==> config.mk <==
export PLATFORM = sky130hd
export DESIGN_NAME = css_socket_regs
export DESIGN_NICKNAME = d
export VERILOG_FILES = /design/src/css_pkg.sv /design/src/css_evt_if.sv /design/src/css_socket_regs.sv /design/src/css_event_unit.sv
export VERILOG_INCLUDE_DIRS = /design/src
export SDC_FILE = /design/constraint.sdc
export NUM_CORES = 1
export LEC_CHECK = 0
export BUFFER_PORTS_ARGS = -buffer_cell sky130_fd_sc_hd__buf_2
export CAP_MARGIN = 40
export CORE_MARGIN = 10
export CORE_UTILIZATION = 46
export DETAILED_ROUTE_END_ITERATION = 8
export GPL_TIMING_DRIVEN = 1
export PLACE_DENSITY_LB_ADDON = 0.1
export SYNTH_ARGS = -nofsm -noshare
export SYNTH_HDL_FRONTEND = slang
export SYNTH_SLANG_ARGS = --single-unit
==> constraint.sdc <==
create_clock -name clk -period 2.6 [get_ports clk]
set_input_delay 0.52 -clock clk [delete_from_list [all_inputs] [get_ports clk]]
set_output_delay 0.52 -clock clk [all_outputs]
set_load 0.02 [all_outputs]
==> src/css_cfg.svh <==
// css_cfg.svh: offsets, field positions, reset values of the card socket state block
`ifndef CSS_CFG_SVH
`define CSS_CFG_SVH

// ----------------------------------------
// register offsets
// ----------------------------------------
`define CSS_OFF_EVENT 8'h00
`define CSS_OFF_STATE 8'h08
`define CSS_OFF_FORCE 8'h0c

// ----------------------------------------
// state word fields
// ----------------------------------------
`define CSS_ST_ALT_B_SOCK 31
`define CSS_ST_ALT_A_SOCK 30
`define CSS_ST_LOW_SOCK 29
`define CSS_ST_HIGH_SOCK 28
`define CSS_ST_VOLT_HI 13
`define CSS_ST_VOLT_LO 10
`define CSS_ST_INVALID 9
`define CSS_ST_LOSS 8
`define CSS_ST_UNRECOG 7
`define CSS_ST_READY 6
`define CSS_ST_WIDE 5
`define CSS_ST_NARROW 4
`define CSS_ST_POWERED 3
`define CSS_ST_DET_B 2
`define CSS_ST_DET_A 1
`define CSS_ST_STATUS 0

// ----------------------------------------
// force word fields
// ----------------------------------------
`define CSS_FO_REINTERROG 14
`define CSS_FO_VOLT_HI 13
`define CSS_FO_VOLT_LO 10
`define CSS_FO_INVALID 9
`define CSS_FO_LOSS 8
`define CSS_FO_UNRECOG 7
`define CSS_FO_WIDE 5
`define CSS_FO_NARROW 4
`define CSS_FO_EVT_HI 3
`define CSS_FO_EVT_LO 0

// ----------------------------------------
// event word and reset values
// ----------------------------------------
`define CSS_EVT_W 4
`define CSS_STATE_RST 32'h3000_0000
`define CSS_RDATA_RST 32'h0000_0000

`endif

==> src/css_pkg.sv <==
// css_pkg.sv: types of the card socket state block
package css_pkg;

    // register selected by an access
    typedef enum logic [1:0] {
        CSS_SEL_NONE,
        CSS_SEL_EVENT,
        CSS_SEL_STATE,
        CSS_SEL_FORCE
    } css_sel_t;

    // whole state of the core module
    typedef struct packed {
        logic [3:0] card_volt;
        logic invalid_req;
        logic removal_loss;
        logic unrecog;
        logic wide;
        logic narrow;
        logic powered;
        logic det_b;
        logic det_a;
        logic power_ctrl_en;
        logic reinterrog;
        logic [31:0] rdata;
    } css_core_t;

    // whole state of the event unit
    typedef struct packed {
        logic primed;
        logic [3:0] prev;
        logic [3:0] flags;
    } css_evt_t;

endpackage : css_pkg

==> src/css_evt_if.sv <==
// css_evt_if.sv: link between the state core and the event flag unit
`timescale 1ns/1ns
interface css_evt_if;
    logic ce;
    // sources: powered, detect b, detect a, status level
    logic [3:0] src;
    logic [3:0] force_set;
    logic [3:0] clear;
    logic narrow;
    logic [3:0] flags;

    modport core (output ce, output src, output force_set, output clear, output narrow, input flags);
    modport unit (input ce, input src, input force_set, input clear, input narrow, output flags);
endinterface : css_evt_if

==> src/css_socket_regs.sv <==
// css_socket_regs.sv: socket state word, force word and event flags of one card socket
//
// Function
// alternative socket voltage bits read zero
// low-volt socket bit one unless overridden
// high-volt socket bit always one
// state bits 27..14 read zero
// card voltage bits, also set by force
// invalid power request flag, reset zero
// removal data loss flag, reset zero
// unrecognized card flag held until valid card
// ready pin live level in bit 6
// card type bits change only on interrogation; force writes also load them
// powered bit, reset zero
// detect pins mirrored, frozen during interrogation
// status pin live level in bit 0
// force reserved bits read zero
// force bit 14 reinterrogates, re-enables power
// force voltage bits load, disable power control
// force bits load state flags
// force bit 3 sets power event
// force bits 2,1 set detect events
// force bit 0 sets status event
// software uses bit 14 for interrogation
// force word at offset 0x0c
// state word at 0x08, reset 3000_000x
// event flags set on change, W1C
// status event: narrow both edges, wide rising
// force one sets event, reads zero
// power control off until bit 14
//
// Implementation choice: the strobed register port.
`timescale 1ns/1ns
`include "css_cfg.svh"
module css_socket_regs #(
    parameter int ADDR_W = 8
) (
    // clock, reset, enable
    input wire logic clk,
    input wire logic reset_n,
    input wire logic clk_en,
    // register port
    input wire logic [ADDR_W-1:0] reg_addr,
    input wire logic [31:0] reg_wdata,
    input wire logic reg_write,
    input wire logic reg_read,
    output logic [31:0] reg_rdata,
    // card pins
    input wire logic card_ready_irq_pin,
    input wire logic detect_pin_a,
    input wire logic detect_pin_b,
    input wire logic status_pin,
    // device-wide control
    input wire logic low_volt_override,
    // interrogation sequencer
    input wire logic interrog_busy,
    input wire logic interrog_done,
    input wire logic [3:0] interrog_card_volt,
    input wire logic interrog_wide,
    input wire logic interrog_narrow,
    input wire logic interrog_unrecog,
    output logic reinterrogate_req,
    // power path
    input wire logic socket_power_good,
    input wire logic invalid_request_set,
    input wire logic removal_loss_set,
    output logic power_ctrl_enable,
    // event flags for the mask logic
    output logic [3:0] socket_events
);
    import css_pkg::*;

    // ----------------------------------------
    // elaboration check
    // ----------------------------------------
    generate
        if (ADDR_W < 4 || ADDR_W > 8) begin : g_bad_addr
            $error("css_socket_regs: ADDR_W must be 4 to 8");
        end
    endgenerate

    // ----------------------------------------
    // decode
    // ----------------------------------------
    function automatic css_sel_t decode(input logic [ADDR_W-1:0] a);
        logic [7:0] off;
        off = 8'(a);
        case (off)
            `CSS_OFF_EVENT: decode = CSS_SEL_EVENT;
            // state word offset
            `CSS_OFF_STATE: decode = CSS_SEL_STATE;
            // force word offset
            `CSS_OFF_FORCE: decode = CSS_SEL_FORCE;
            default: decode = CSS_SEL_NONE;
        endcase
    endfunction : decode

    // ----------------------------------------
    // state and links
    // ----------------------------------------
    css_core_t s;
    css_core_t next_s;
    css_sel_t wr_sel;
    css_sel_t rd_sel;
    logic [31:0] state_word;
    logic force_wr;

    css_evt_if ev ();

    css_event_unit u_events (
        .clk(clk),
        .reset_n(reset_n),
        .ev(ev)
    );

    assign wr_sel = decode(reg_addr);
    assign rd_sel = decode(reg_addr);
    assign force_wr = reg_write && (wr_sel == CSS_SEL_FORCE);

    // ----------------------------------------
    // state word assembly
    // ----------------------------------------
    always_comb begin
        // reserved bits zero
        state_word = 32'h0000_0000;
        // alternative voltages unsupported
        state_word[`CSS_ST_ALT_B_SOCK] = 1'b0;
        state_word[`CSS_ST_ALT_A_SOCK] = 1'b0;
        // low-volt capability override
        state_word[`CSS_ST_LOW_SOCK] = ~low_volt_override;
        // high-volt always supplied
        state_word[`CSS_ST_HIGH_SOCK] = 1'b1;
        // card voltage support
        state_word[`CSS_ST_VOLT_HI:`CSS_ST_VOLT_LO] = s.card_volt;
        state_word[`CSS_ST_INVALID] = s.invalid_req;
        state_word[`CSS_ST_LOSS] = s.removal_loss;
        state_word[`CSS_ST_UNRECOG] = s.unrecog;
        // ready pin live
        state_word[`CSS_ST_READY] = card_ready_irq_pin;
        state_word[`CSS_ST_WIDE] = s.wide;
        state_word[`CSS_ST_NARROW] = s.narrow;
        state_word[`CSS_ST_POWERED] = s.powered;
        state_word[`CSS_ST_DET_B] = s.det_b;
        state_word[`CSS_ST_DET_A] = s.det_a;
        // status pin live
        state_word[`CSS_ST_STATUS] = status_pin;
    end

    // ----------------------------------------
    // next state
    // ----------------------------------------
    always_comb begin
        next_s = s;
        next_s.reinterrog = 1'b0;
        ev.force_set = 4'h0;
        ev.clear = 4'h0;

        // software force loads first, so hardware events of the same cycle win
        if (force_wr) begin
            // forced voltage bits
            next_s.card_volt = reg_wdata[`CSS_FO_VOLT_HI:`CSS_FO_VOLT_LO];
            // power control stays off
            if (|reg_wdata[`CSS_FO_VOLT_HI:`CSS_FO_VOLT_LO]) begin
                next_s.power_ctrl_en = 1'b0;
            end
            // forced state flags
            next_s.invalid_req = reg_wdata[`CSS_FO_INVALID];
            next_s.removal_loss = reg_wdata[`CSS_FO_LOSS];
            next_s.unrecog = reg_wdata[`CSS_FO_UNRECOG];
            next_s.wide = reg_wdata[`CSS_FO_WIDE];
            next_s.narrow = reg_wdata[`CSS_FO_NARROW];
            // event forcing, levels untouched
            ev.force_set = reg_wdata[`CSS_FO_EVT_HI:`CSS_FO_EVT_LO];
            // reinterrogation request
            if (reg_wdata[`CSS_FO_REINTERROG]) begin
                next_s.reinterrog = 1'b1;
                next_s.power_ctrl_en = 1'b1;
            end
        end

        // write one clears events
        if (reg_write && (wr_sel == CSS_SEL_EVENT)) begin
            ev.clear = reg_wdata[`CSS_EVT_W-1:0];
        end

        // card type from interrogation, also loaded by force writes
        if (interrog_done) begin
            next_s.card_volt = interrog_card_volt;
            next_s.wide = interrog_wide;
            next_s.narrow = interrog_narrow;
            // cleared by a valid card, or by a force write with bit 7 zero
            next_s.unrecog = interrog_unrecog;
        end

        // invalid request flag
        if (invalid_request_set) begin
            next_s.invalid_req = 1'b1;
        end
        // removal data loss flag
        if (removal_loss_set) begin
            next_s.removal_loss = 1'b1;
        end

        // powered result
        next_s.powered = socket_power_good;

        // detect mirror, frozen while interrogating
        if (!interrog_busy) begin
            next_s.det_a = detect_pin_a;
            next_s.det_b = detect_pin_b;
        end

        // read data stands in the enabled cycle after the read strobe and holds while clk_en is low
        next_s.rdata = `CSS_RDATA_RST;
        if (reg_read) begin
            case (rd_sel)
                CSS_SEL_EVENT: next_s.rdata = {28'h000_0000, ev.flags};
                CSS_SEL_STATE: next_s.rdata = state_word;
                // force word reads zero
                CSS_SEL_FORCE: next_s.rdata = `CSS_RDATA_RST;
                default: next_s.rdata = `CSS_RDATA_RST;
            endcase
        end
    end

    // ----------------------------------------
    // event sources
    // ----------------------------------------
    assign ev.ce = clk_en;
    assign ev.src = {s.powered, s.det_b, s.det_a, status_pin};
    assign ev.narrow = s.narrow;

    // ----------------------------------------
    // registers
    // ----------------------------------------
    always_ff @(posedge clk) begin
        if (!reset_n) begin
            // reset value, pin bits follow pins
            s <= '0;
            s.power_ctrl_en <= 1'b1;
            // detect mirrors load the pins so the event unit never sees a false change after reset
            s.det_a <= detect_pin_a;
            s.det_b <= detect_pin_b;
        end else if (clk_en) begin
            s <= next_s;
        end
    end

    // ----------------------------------------
    // outputs
    // ----------------------------------------
    assign reg_rdata = s.rdata;
    // gated so a frozen enable does not stretch the pulse
    assign reinterrogate_req = s.reinterrog & clk_en;
    assign power_ctrl_enable = s.power_ctrl_en;
    assign socket_events = ev.flags;

endmodule : css_socket_regs

==> src/css_event_unit.sv <==
// css_event_unit.sv: sticky socket event flags, set on source change
`timescale 1ns/1ns
`include "css_cfg.svh"
module css_event_unit (
    // clock and reset
    input wire logic clk,
    input wire logic reset_n,
    // link to core
    css_evt_if.unit ev
);
    import css_pkg::*;

    css_evt_t s;
    css_evt_t next_s;
    logic [3:0] change;

    always_comb begin
        next_s = s;
        change = s.prev ^ ev.src;
        // status edge rule
        if (!ev.narrow) begin
            change[0] = ev.src[0] & ~s.prev[0];
        end
        // first cycle after reset only learns the levels
        if (!s.primed) begin
            change = 4'h0;
        end
        next_s.primed = 1'b1;
        next_s.prev = ev.src;
        // set beats clear
        next_s.flags = (s.flags & ~ev.clear) | change | ev.force_set;
    end

    always_ff @(posedge clk) begin
        if (!reset_n) begin
            s <= '0;
        end else if (ev.ce) begin
            s <= next_s;
        end
    end

    assign ev.flags = s.flags;

endmodule : css_event_unit

==> flow_metrics.py, run 1 <==
metrics = {
    "outcome": {
        "run_status": "finished clean",
    },
    "routing": {
        "wirelength_met1_mm": 2.06,
        "maxUsedRoutingLayer": "met4",
        "vias": 1523,
        "ant_nets": 0,
        "drt_iter0_markers": 53,
        "wl_mm": 4.85,
        "drc": 0,
        "wire_per_inst_um": 16.2,
        "wl_met3_um": 371,
        "drt_pre_antenna_iters": 4,
        "vias_per_cell": 5.08,
        "wl_met2_mm": 2.37,
    },
    "timing": {
        "slew_headroom": 0.662,
        "skew_ns": 0.00417,
        "setup_tns_ns": 0,
        "worstMarginPinSlew_ns": 0.507,
        "max_freq_mhz": 467,
        "finalSetupViolations": 0,
        "rsz0062_at_grt": "no",
        "finalCritPeriodShare": 0.824,
        "layout_min_cycle_time_ns": 2.14,
        "slew_violations": 0,
        "hold_viol": 0,
    },
    "layout": {
        "area_growth_pct": 13.8,
        "drive_above_1_share": 0.332,
        "stdcell_count": 300,
        "finalNetCount": 315,
        "final_common_cell": "buf_2",
        "antenna_cells": 0,
        "final_cell_mix": "buf_2 (65), dfxtp_1 (37), conb_1 (16), mux2i_1 (12), nand3_1 (12)",
        "fillCellCount": 390,
    },
    "floorplanning": {
        "die_x_um": 86.0,
        "ios": 100,
        "initial_core_util": 0.486,
        "dieArea_um2": 7390,
        "core_area_um2": 4120,
        "row_count": 23,
        "fp.dieH_um": 86.0,
    },
    "global_routing": {
        "grt_pass1_wl_mm": 7.98,
        "grt_max_degree": 32,
        "grt_overflow": 0,
        "antenna_found_initial": 0,
        "gr-usage-all-layers": 0.132,
        "grt_pass1_vias": 1621,
    },
    "pwr": {
        "ir_worst_vdd_v": 0.000327,
        "power_density_nw_per_um2": 570,
        "p_leak_nw": 1.14,
    },
    "flow_run": {
        "drv_cap": 0,
    },
    "cts": {
        "cts_max_level": 2,
        "cts_setup_buffers": 0,
        "cts_root_buf": "clkbuf_8",
        "clk_pin_slew_ns": 0.08,
        "clock_latency_ns": 0.29,
        "cts_tree": "built",
        "ctsLongestPathBuffers": 2,
        "numClockSinks": 39,
        "cts_made_buffers": 5,
        "cts_resized": 0,
        "ctsHoldBuffers": 0,
    },
    "hold_path": {
        "min_path_type": "input pin to register",
        "holdCritStartpoint": "low_volt_override",
    },
    "setup_path": {
        "worstPathRequired_ns": 2.84,
        "worstSetupStartpointType": "input pin",
        "endpoint_kind": "register",
        "cp-startpoint": "reg_addr[5]",
        "cp.arrival_ns": 2.38,
        "crit_type": "input pin to register",
        "path_max_fanout": 8,
        "rr_startpoint": "u_events.s[4]$_SDFFE_PN0P_",
    },
    "place": {
        "port_buffers": 65,
        "place_hpwl_mm": 3.77,
        "gp_congestion": 0.789,
        "post-place-cells": 292,
    },
    "synthesis": {
        "synth_seq_area_share": 0.400,
        "yosysWarningCount": 0,
        "synth-async-reset-ratio": 0,
        "synth.avg_cell_area_um2": 10.0,
        "synth-seq-cells": 39,
        "syn_area_um2": 2000,
        "synthCells": 200,
        "synth_edf_count": 2,
        "synth_ff_type": "dfxtp_1",
        "ys_types": 38,
    },
}
-- per-layer routing --
layer	up-vias	track usage
met1	704	0.148
li1	768	-
met5	-	0
met3	6	0.0596
met4	0	0.0359
met2	45	0.220
-- cell usage after synthesis, drive strengths merged, types with 2 or more instances --
master   count  share of area
nor2         2         0.0050
and2         8          0.025
nand3       12          0.030
a21oi        7          0.018
o311a        2          0.010
xor2         3          0.013
a22o        10          0.044
o2bb2ai      4          0.018
nor2b        8          0.025
clkbuf       2         0.0038
buf         42           0.16
and3         2         0.0063
ha           4          0.025
o211a        7          0.035
o21ai        2         0.0050
edfxtp       2          0.030
o21bai       2         0.0075
dfxtp       37           0.37
a21boi       2         0.0075
nand2       10          0.019
a221o        4          0.020
mux2i       12          0.060
a22oi        4          0.015
-- power breakdown --
| part | internal [mW] | leakage (nW) | total, mW | switching (mW) |
|---|---|---|---|---|
| sequential | 0.625 | 0.322 | 0.640 | 0.0154 |
| clock | 0.286 | 0.0581 | 0.511 | 0.225 |
| combinational | 0.0622 | 0.759 | 0.147 | 0.0847 |
-- state kept, by name, summed over array words and instances, names as in the netlist --
register           flops
u_events.ev.flags      4
u_events.s             5
reg_rdata             16
s                      9
ev.src                 3
power_ctrl_enable      1
ev.narrow              1
-- final cells by class --
cell class,instances,area (um2),share of cell area
inverter,2,7.51,0.00330
clock buffer,5,68.8,0.0302
sequential,39,801,0.352
timing repair buffer,71,370,0.163
multi-input combinational,130,922,0.405
clock inverter,3,43.8,0.0192
tap,50,62.6,0.0275
-- logic make-up (layout without fill, tap and decap cells) --
family | count (synthesis) | in the layout | synth area share
AOI/OAI and AO/OA | 47 | 47 | 0.194
xor gates and xnor gates | 4 | 4 | 0.0175
adders and majority gates | 4 | 4 | 0.0250
buffers and inverters | 46 | 81 | 0.167
DFF | 39 | 39 | 0.400
muxes | 12 | 12 | 0.0600
other | 1 | 16 | 0.00187
and+or+nand+nor | 47 | 47 | 0.134
-- metrics by stage --
| step | setup WS, ns | util | total power [mW] | instance area, um2 | hold slack, ns |
|---|---|---|---|---|---|
| 2_1_floorplan | 0.386 | - | 0.769 | 2060 | 0.420 |
| 5_1_grt | 0.297 | 0.553 | 1.35 | 2280 | 0.407 |
| 3_5_place_dp | 0.137 | 0.526 | 0.801 | 2160 | 0.435 |
| 3_3_place_gp | 0.168 | 0.526 | 0.799 | 2160 | 0.427 |
| 6_report | 0.459 | 0.553 | 1.30 | 2280 | 0.411 |
| 4_1_cts | 0.447 | 0.553 | 1.31 | 2280 | 0.411 |
-- path summary, 6_finish.rpt --
check	slack (ns)	cells past startpoint	endpoint
max	0.46	8	s[43]$_SDFFE_PN0P_
max reg2reg	1.49	4	u_events.ev.flags[0]$_SDFFE_PN0P_
min	0.41	2	reg_rdata[29]$_SDFFE_PN0P_
min reg2reg	0.45	1	u_events.s[8]$_SDFFE_PN0P_
-- critical path: stages --
cell and delay [ns]:
buf_2 0.09, or4_4 0.53, nor3_4 0.16, and2_1 0.19, ha_1 0.25, a21o_4 0.18
and2_1 0.27, o211a_1 0.17
No activity file was read; power rests on OpenSTA's default activity.
==> run 2: changes to the inputs <==
==> constraint.sdc (replaced) <==
create_clock -name clk -period 2.11 [get_ports clk]
set_input_delay 0.422 -clock clk [delete_from_list [all_inputs] [get_ports clk]]
set_output_delay 0.422 -clock clk [all_outputs]
set_load 0.02 [all_outputs]
==> run 2 against run 1 <==
- clock power fell by 5.5%
- die area did not move
- setup slack got worse by 0.36 ns
- hold slack got worse by 0.095 ns
- critical path depth rose by 1
- sequential cell count did not move
- largest power group unchanged
- combinational power rose by 29%
- clock skew rose by 0.0020 ns
==> flow_metrics.py, run 2 (synthesis gave the netlist of run 1 again) <==
metrics = {
    "outcome": {
        "run_status": "finished clean",
    },
    "setup_path": {
        "endpoint_kind": "register",
        "crit_chain": "buf_2 > or4_4 > nor3_4 > and2_1 > ha_1 > nand2_1 > nor2_4 > buf_12 > a22o_1",
        "cp.arrival_ns": 2.19,
        "crit_type": "input pin to register",
        "crit_family": "simple AND/OR/NAND/NOR gates",
        "worstPathRequired_ns": 2.29,
        "worstSetupStartpointType": "input pin",
        "path_max_fanout": 10,
        "crit_buf_inv": 2,
        "slowest_stage": "or4_4",
        "critPathMaxStageDelay_ns": 0.53,
    },
    "timing": {
        "setup_tns_ns": 0,
        "rsz0062_at_grt": "no",
        "max_freq_mhz": 498,
        "timing.hold.ws_ns": 0.316,
        "layout_min_cycle_time_ns": 2.01,
        "skew_ns": 0.00620,
        "hold_viol": 0,
        "finalCritPeriodShare": 0.952,
        "finalSetupViolations": 0,
        "slew_violations": 0,
    },
    "pwr": {
        "power_density_nw_per_um2": 629,
        "seq_power_share": 0.540,
        "ir_worst_vdd_v": 0.000419,
        "intPower_mw": 1.09,
        "p_comb_frac": 0.130,
        "swShare": 0.257,
        "p_leak_nw": 1.16,
        "clockPowerShare": 0.330,
        "switchingPower_mw": 0.375,
    },
    "global_routing": {
        "grt_max_degree": 22,
        "grtUsageMet2": 0.186,
        "grtUsageMet1": 0.162,
        "grt_pass1_wl_mm": 7.62,
        "antenna_found_initial": 0,
        "grt_overflow": 0,
        "grt_pass1_vias": 1590,
        "gr-usage-all-layers": 0.125,
        "grtUsageMet3": 0.0520,
        "grt.busiest_layer": "met2",
    },
    "layout": {
        "area_growth_pct": 16.1,
        "largest_reg_flops": 16,
        "final_cell_mix": "buf_2 (65), dfxtp_1 (37), conb_1 (16)",
        "drive_above_1_share": 0.354,
        "finalNetCount": 322,
        "final_common_cell": "buf_2",
        "fillCellCount": 387,
        "post-route-util": 0.564,
        "antenna_cells": 0,
    },
    "cts": {
        "ctsLongestPathBuffers": 2,
        "clock_latency_ns": 0.29,
        "cts_tree": "built",
        "cts_root_buf": "clkbuf_8",
        "cts_made_buffers": 5,
        "numClockSinks": 39,
        "clk_pin_slew_ns": 0.07,
        "cts_max_level": 2,
    },
    "hold_path": {
        "min_path_type": "input pin to register",
    },
    "routing": {
        "wl_mm": 4.73,
        "drc": 0,
        "wire_per_inst_um": 15.4,
        "ant_nets": 0,
        "drt_iter0_markers": 69,
        "vias": 1560,
        "drt_pre_antenna_iters": 4,
        "vias_per_cell": 5.08,
    },
    "floorplanning": {
        "dieArea_um2": 7390,
        "die_x_um": 86.0,
        "fp.dieH_um": 86.0,
        "core_area_um2": 4120,
        "ios": 100,
        "initial_core_util": 0.486,
        "row_count": 23,
    },
    "place": {
        "port_buffers": 65,
        "gp_congestion": 0.715,
        "place_hpwl_mm": 3.73,
    },
    "flow_run": {
        "drv_cap": 0,
    },
}
==> run 2: power groups by stage <==
stage,Combinational (mW),Sequential [mW],Clock (mW)
2_1_floorplan,0.147,0.801,0
3_3_place_gp,0.186,0.806,0
3_5_place_dp,0.189,0.806,0
6_report,0.189,0.789,0.483
5_1_grt,0.210,0.792,0.534
4_1_cts,0.189,0.789,0.493
==> run 2: cell type report <==
type	count	area, um2	share of cell area
Multi-Input combinational cell	130	935	0.402
Sequential cell	39	801	0.345
Timing Repair Buffer	78	435	0.187
Clock buffer	7	76.3	0.0329
Tap cell	50	62.6	0.0269
Inverter	2	7.51	0.00323
Clock inverter	1	5.00	0.00216
==> run 2: through the flow <==
stage	power [mW]	instances	setup slack, ns	cell area (um2)
finish	1.46	307	0.101	2320
CTS	1.47	306	0.0763	2300
detailed placement	0.994	298	-0.321	2210
global placement	0.992	298	-0.268	2210
floorplan	0.947	215	0.00896	2060
global route	1.54	307	0.00950	2320
==> run 2: per-layer routing <==
metal,share of wire,vias up
li1,-,778
met1,0.48,717
met2,0.44,61
met3,0.075,4
met4,0.0051,0
met5,0,-
==> run 2: worst paths after layout <==
| check | from | endpoint | slack (ns) | cells after the start |
|---|---|---|---|---|
| max reg2reg | u_events.s[4]$_SDFFE_PN0P_ | u_events.ev.flags[0]$_SDFFE_PN0P_ | 1.00 | 4 |
| min | low_volt_override | reg_rdata[29]$_SDFFE_PN0P_ | 0.32 | 2 |
| max | reg_addr[5] | reg_rdata[5]$_SDFFE_PN0P_ | 0.10 | 9 |
| min reg2reg | u_events.s[8]$_SDFFE_PN0P_ | u_events.s[8]$_SDFFE_PN0P_ | 0.46 | 1 |
==> run 2: repair_timing <==
item / CTS / global route
pin swaps: 0 / 1
gates resized for setup: 1 / 2
hold buffers: 0 / 0
endpoints found under the setup margin: 10 / 13
buffers inserted: 0 / 1
==> run 3: changes to the inputs <==
--- a/config.mk
+++ b/config.mk
@@ -8,7 +8,7 @@
 export LEC_CHECK = 0
 export BUFFER_PORTS_ARGS = -buffer_cell sky130_fd_sc_hd__buf_2
 export CAP_MARGIN = 40
-export CORE_MARGIN = 10
+export CORE_MARGIN = 8
 export CORE_UTILIZATION = 46
 export DETAILED_ROUTE_END_ITERATION = 8
 export GPL_TIMING_DRIVEN = 1
==> run 3 against run 2 <==
- hold slack improved by 0.014 ns
- clock skew down 0.0026 ns
- utilization decreased by 2.4 points
- critical path depth grew 1
- combinational power barely moved
- first-iteration DRC count up 48%
- final cell count increased by 0.33%
- design area fell by 0.81%
- sequential power barely moved
- global-route usage up 1.8 points
==> flow_metrics.py, run 3 (synthesis gave the netlist of run 1 again) <==
metrics = {
    "routing": {
        "ant_nets": 0,
        "wire_per_inst_um": 14.9,
        "vias": 1556,
        "wl_mm": 4.59,
        "drt_iter0_markers": 102,
        "drc": 0,
        "vias_per_cell": 5.05,
        "drt_pre_antenna_iters": 4,
    },
    "flow_run": {
        "drv_cap": 0,
    },
    "setup_path": {
        "endpoint_kind": "register",
        "cp.arrival_ns": 2.21,
        "ff2ff_path_depth": 4,
        "worstPathRequired_ns": 2.34,
        "slowest_stage": "or4_4",
        "crit_buf_inv": 3,
        "path_depth": 10,
        "crit_family": "simple AND/OR/NAND/NOR gates",
        "crit_chain": "buf_2 > or4_4 > nor3_4 > and2_1 > ha_1 > buf_4 > buf_4 > a21oi_1 > o21bai_1 > o311a_1",
        "path_max_fanout": 4,
        "worstSetupStartpointType": "input pin",
        "cpMostUsedCell": "buf_4",
        "critPathMaxStageDelay_ns": 0.53,
        "crit_type": "input pin to register",
    },
    "global_routing": {
        "grtUsageMet3": 0.0470,
        "grt_max_degree": 26,
        "grt_pass1_vias": 1599,
        "grtUsageMet1": 0.193,
        "grt_pass1_wl_mm": 7.54,
        "grt_overflow": 0,
        "grt.busiest_layer": "met2",
        "grtUsageMet2": 0.212,
        "antenna_found_initial": 0,
        "gr-usage-all-layers": 0.143,
    },
    "pwr": {
        "power_density_nw_per_um2": 630,
        "power_mw": 1.45,
        "ir_worst_vdd_v": 0.000263,
        "p_leak_nw": 1.15,
    },
    "layout": {
        "antenna_cells": 0,
        "drive_above_1_share": 0.348,
        "multi_input_area_um2": 933,
        "seq_area_um2": 801,
        "post-route-util": 0.540,
        "largest_reg_flops": 16,
        "fillCellCount": 407,
        "final_common_cell": "buf_2",
        "finalNetCount": 321,
        "fin_area_um2": 2300,
        "area_growth_pct": 15.1,
        "final_cell_mix": "buf_2 (65), dfxtp_1 (37), conb_1 (16)",
    },
    "cts": {
        "numClockSinks": 39,
        "cts_made_buffers": 5,
        "ctsLongestPathBuffers": 2,
        "clk_pin_slew_ns": 0.07,
        "clock_latency_ns": 0.28,
        "cts_tree": "built",
        "cts_root_buf": "clkbuf_8",
        "cts_max_level": 2,
        "ctsHoldBuffers": 0,
    },
    "floorplanning": {
        "dieArea_um2": 6720,
        "ios": 100,
        "initial_core_util": 0.469,
        "row_count": 24,
        "fp.dieH_um": 82.0,
        "core_area_um2": 4260,
        "die_x_um": 82.0,
    },
    "timing": {
        "fin_ws_ns": 0.133,
        "finalSetupViolations": 0,
        "skew_ns": 0.00363,
        "finalCritPeriodShare": 0.937,
        "layout_min_cycle_time_ns": 1.98,
        "hold_viol": 0,
        "slew_violations": 0,
        "rsz0062_at_grt": "no",
        "max_freq_mhz": 506,
    },
    "place": {
        "placed_area_um2": 2220,
        "gp_congestion": 0.714,
        "place_hpwl_mm": 3.68,
        "post-place-ws_ns": -0.239,
        "port_buffers": 65,
    },
    "hold_path": {
        "hold_depth": 2,
        "min_path_type": "input pin to register",
    },
    "outcome": {
        "run_status": "finished clean",
    },
}
-- run 3: cell count changes in the layout (fill, tap and decap cells not counted) --
cell,before,now
buf_12,1,0
and4_1,0,1
and4_2,1,0
-- run 3: power by group --
part           switching, mW  internal, mW
Clock                  0.243         0.232
Sequential            0.0196         0.770
Combinational          0.105        0.0807
-- run 3: what timing repair did --
action                                  4_1_cts  5_1_grt
setup buffers                                 0        0
resized for setup                             0        2
endpoints found under the setup margin        0       13
-- run 3: path summary, 6_finish.rpt --
path,slack [ns],startpoint,endpoint
max reg2reg,1.01,u_events.s[4]$_SDFFE_PN0P_,u_events.ev.flags[0]$_SDFFE_PN0P_
max,0.13,reg_addr[5],s[40]$_SDFFE_PN0P_
min reg2reg,0.46,u_events.s[8]$_SDFFE_PN0P_,u_events.s[8]$_SDFFE_PN0P_
min,0.33,low_volt_override,reg_rdata[29]$_SDFFE_PN0P_
-- run 3: layout make-up --
| type | count | share of cell area |
|---|---|---|
| Timing Repair Buffer | 77 | 0.180 |
| Clock inverter | 1 | 0.00217 |
| Sequential cell | 39 | 0.348 |
| Clock buffer | 7 | 0.0331 |
| Multi-Input combinational cell | 130 | 0.405 |
| Inverter | 2 | 0.00326 |
| Tap cell | 52 | 0.0282 |
-- run 3: metal layers --
layer	wire, um	vias up
li1	-	784
met1	2210	699
met2	1940	71
met3	417	2
met4	29	0
met5	0	-
-- run 3: stage by stage --
| step | hold slack [ns] | cells | setup TNS, ns |
|---|---|---|---|
| after floorplan | 0.420 | 215 | 0 |
| after global placement | 0.429 | 300 | -4.97 |
| after detailed placement | 0.447 | 300 | -5.39 |
| after CTS | 0.321 | 308 | 0 |
| after global routing | 0.323 | 308 | 0 |
| final | 0.331 | 308 | 0 |
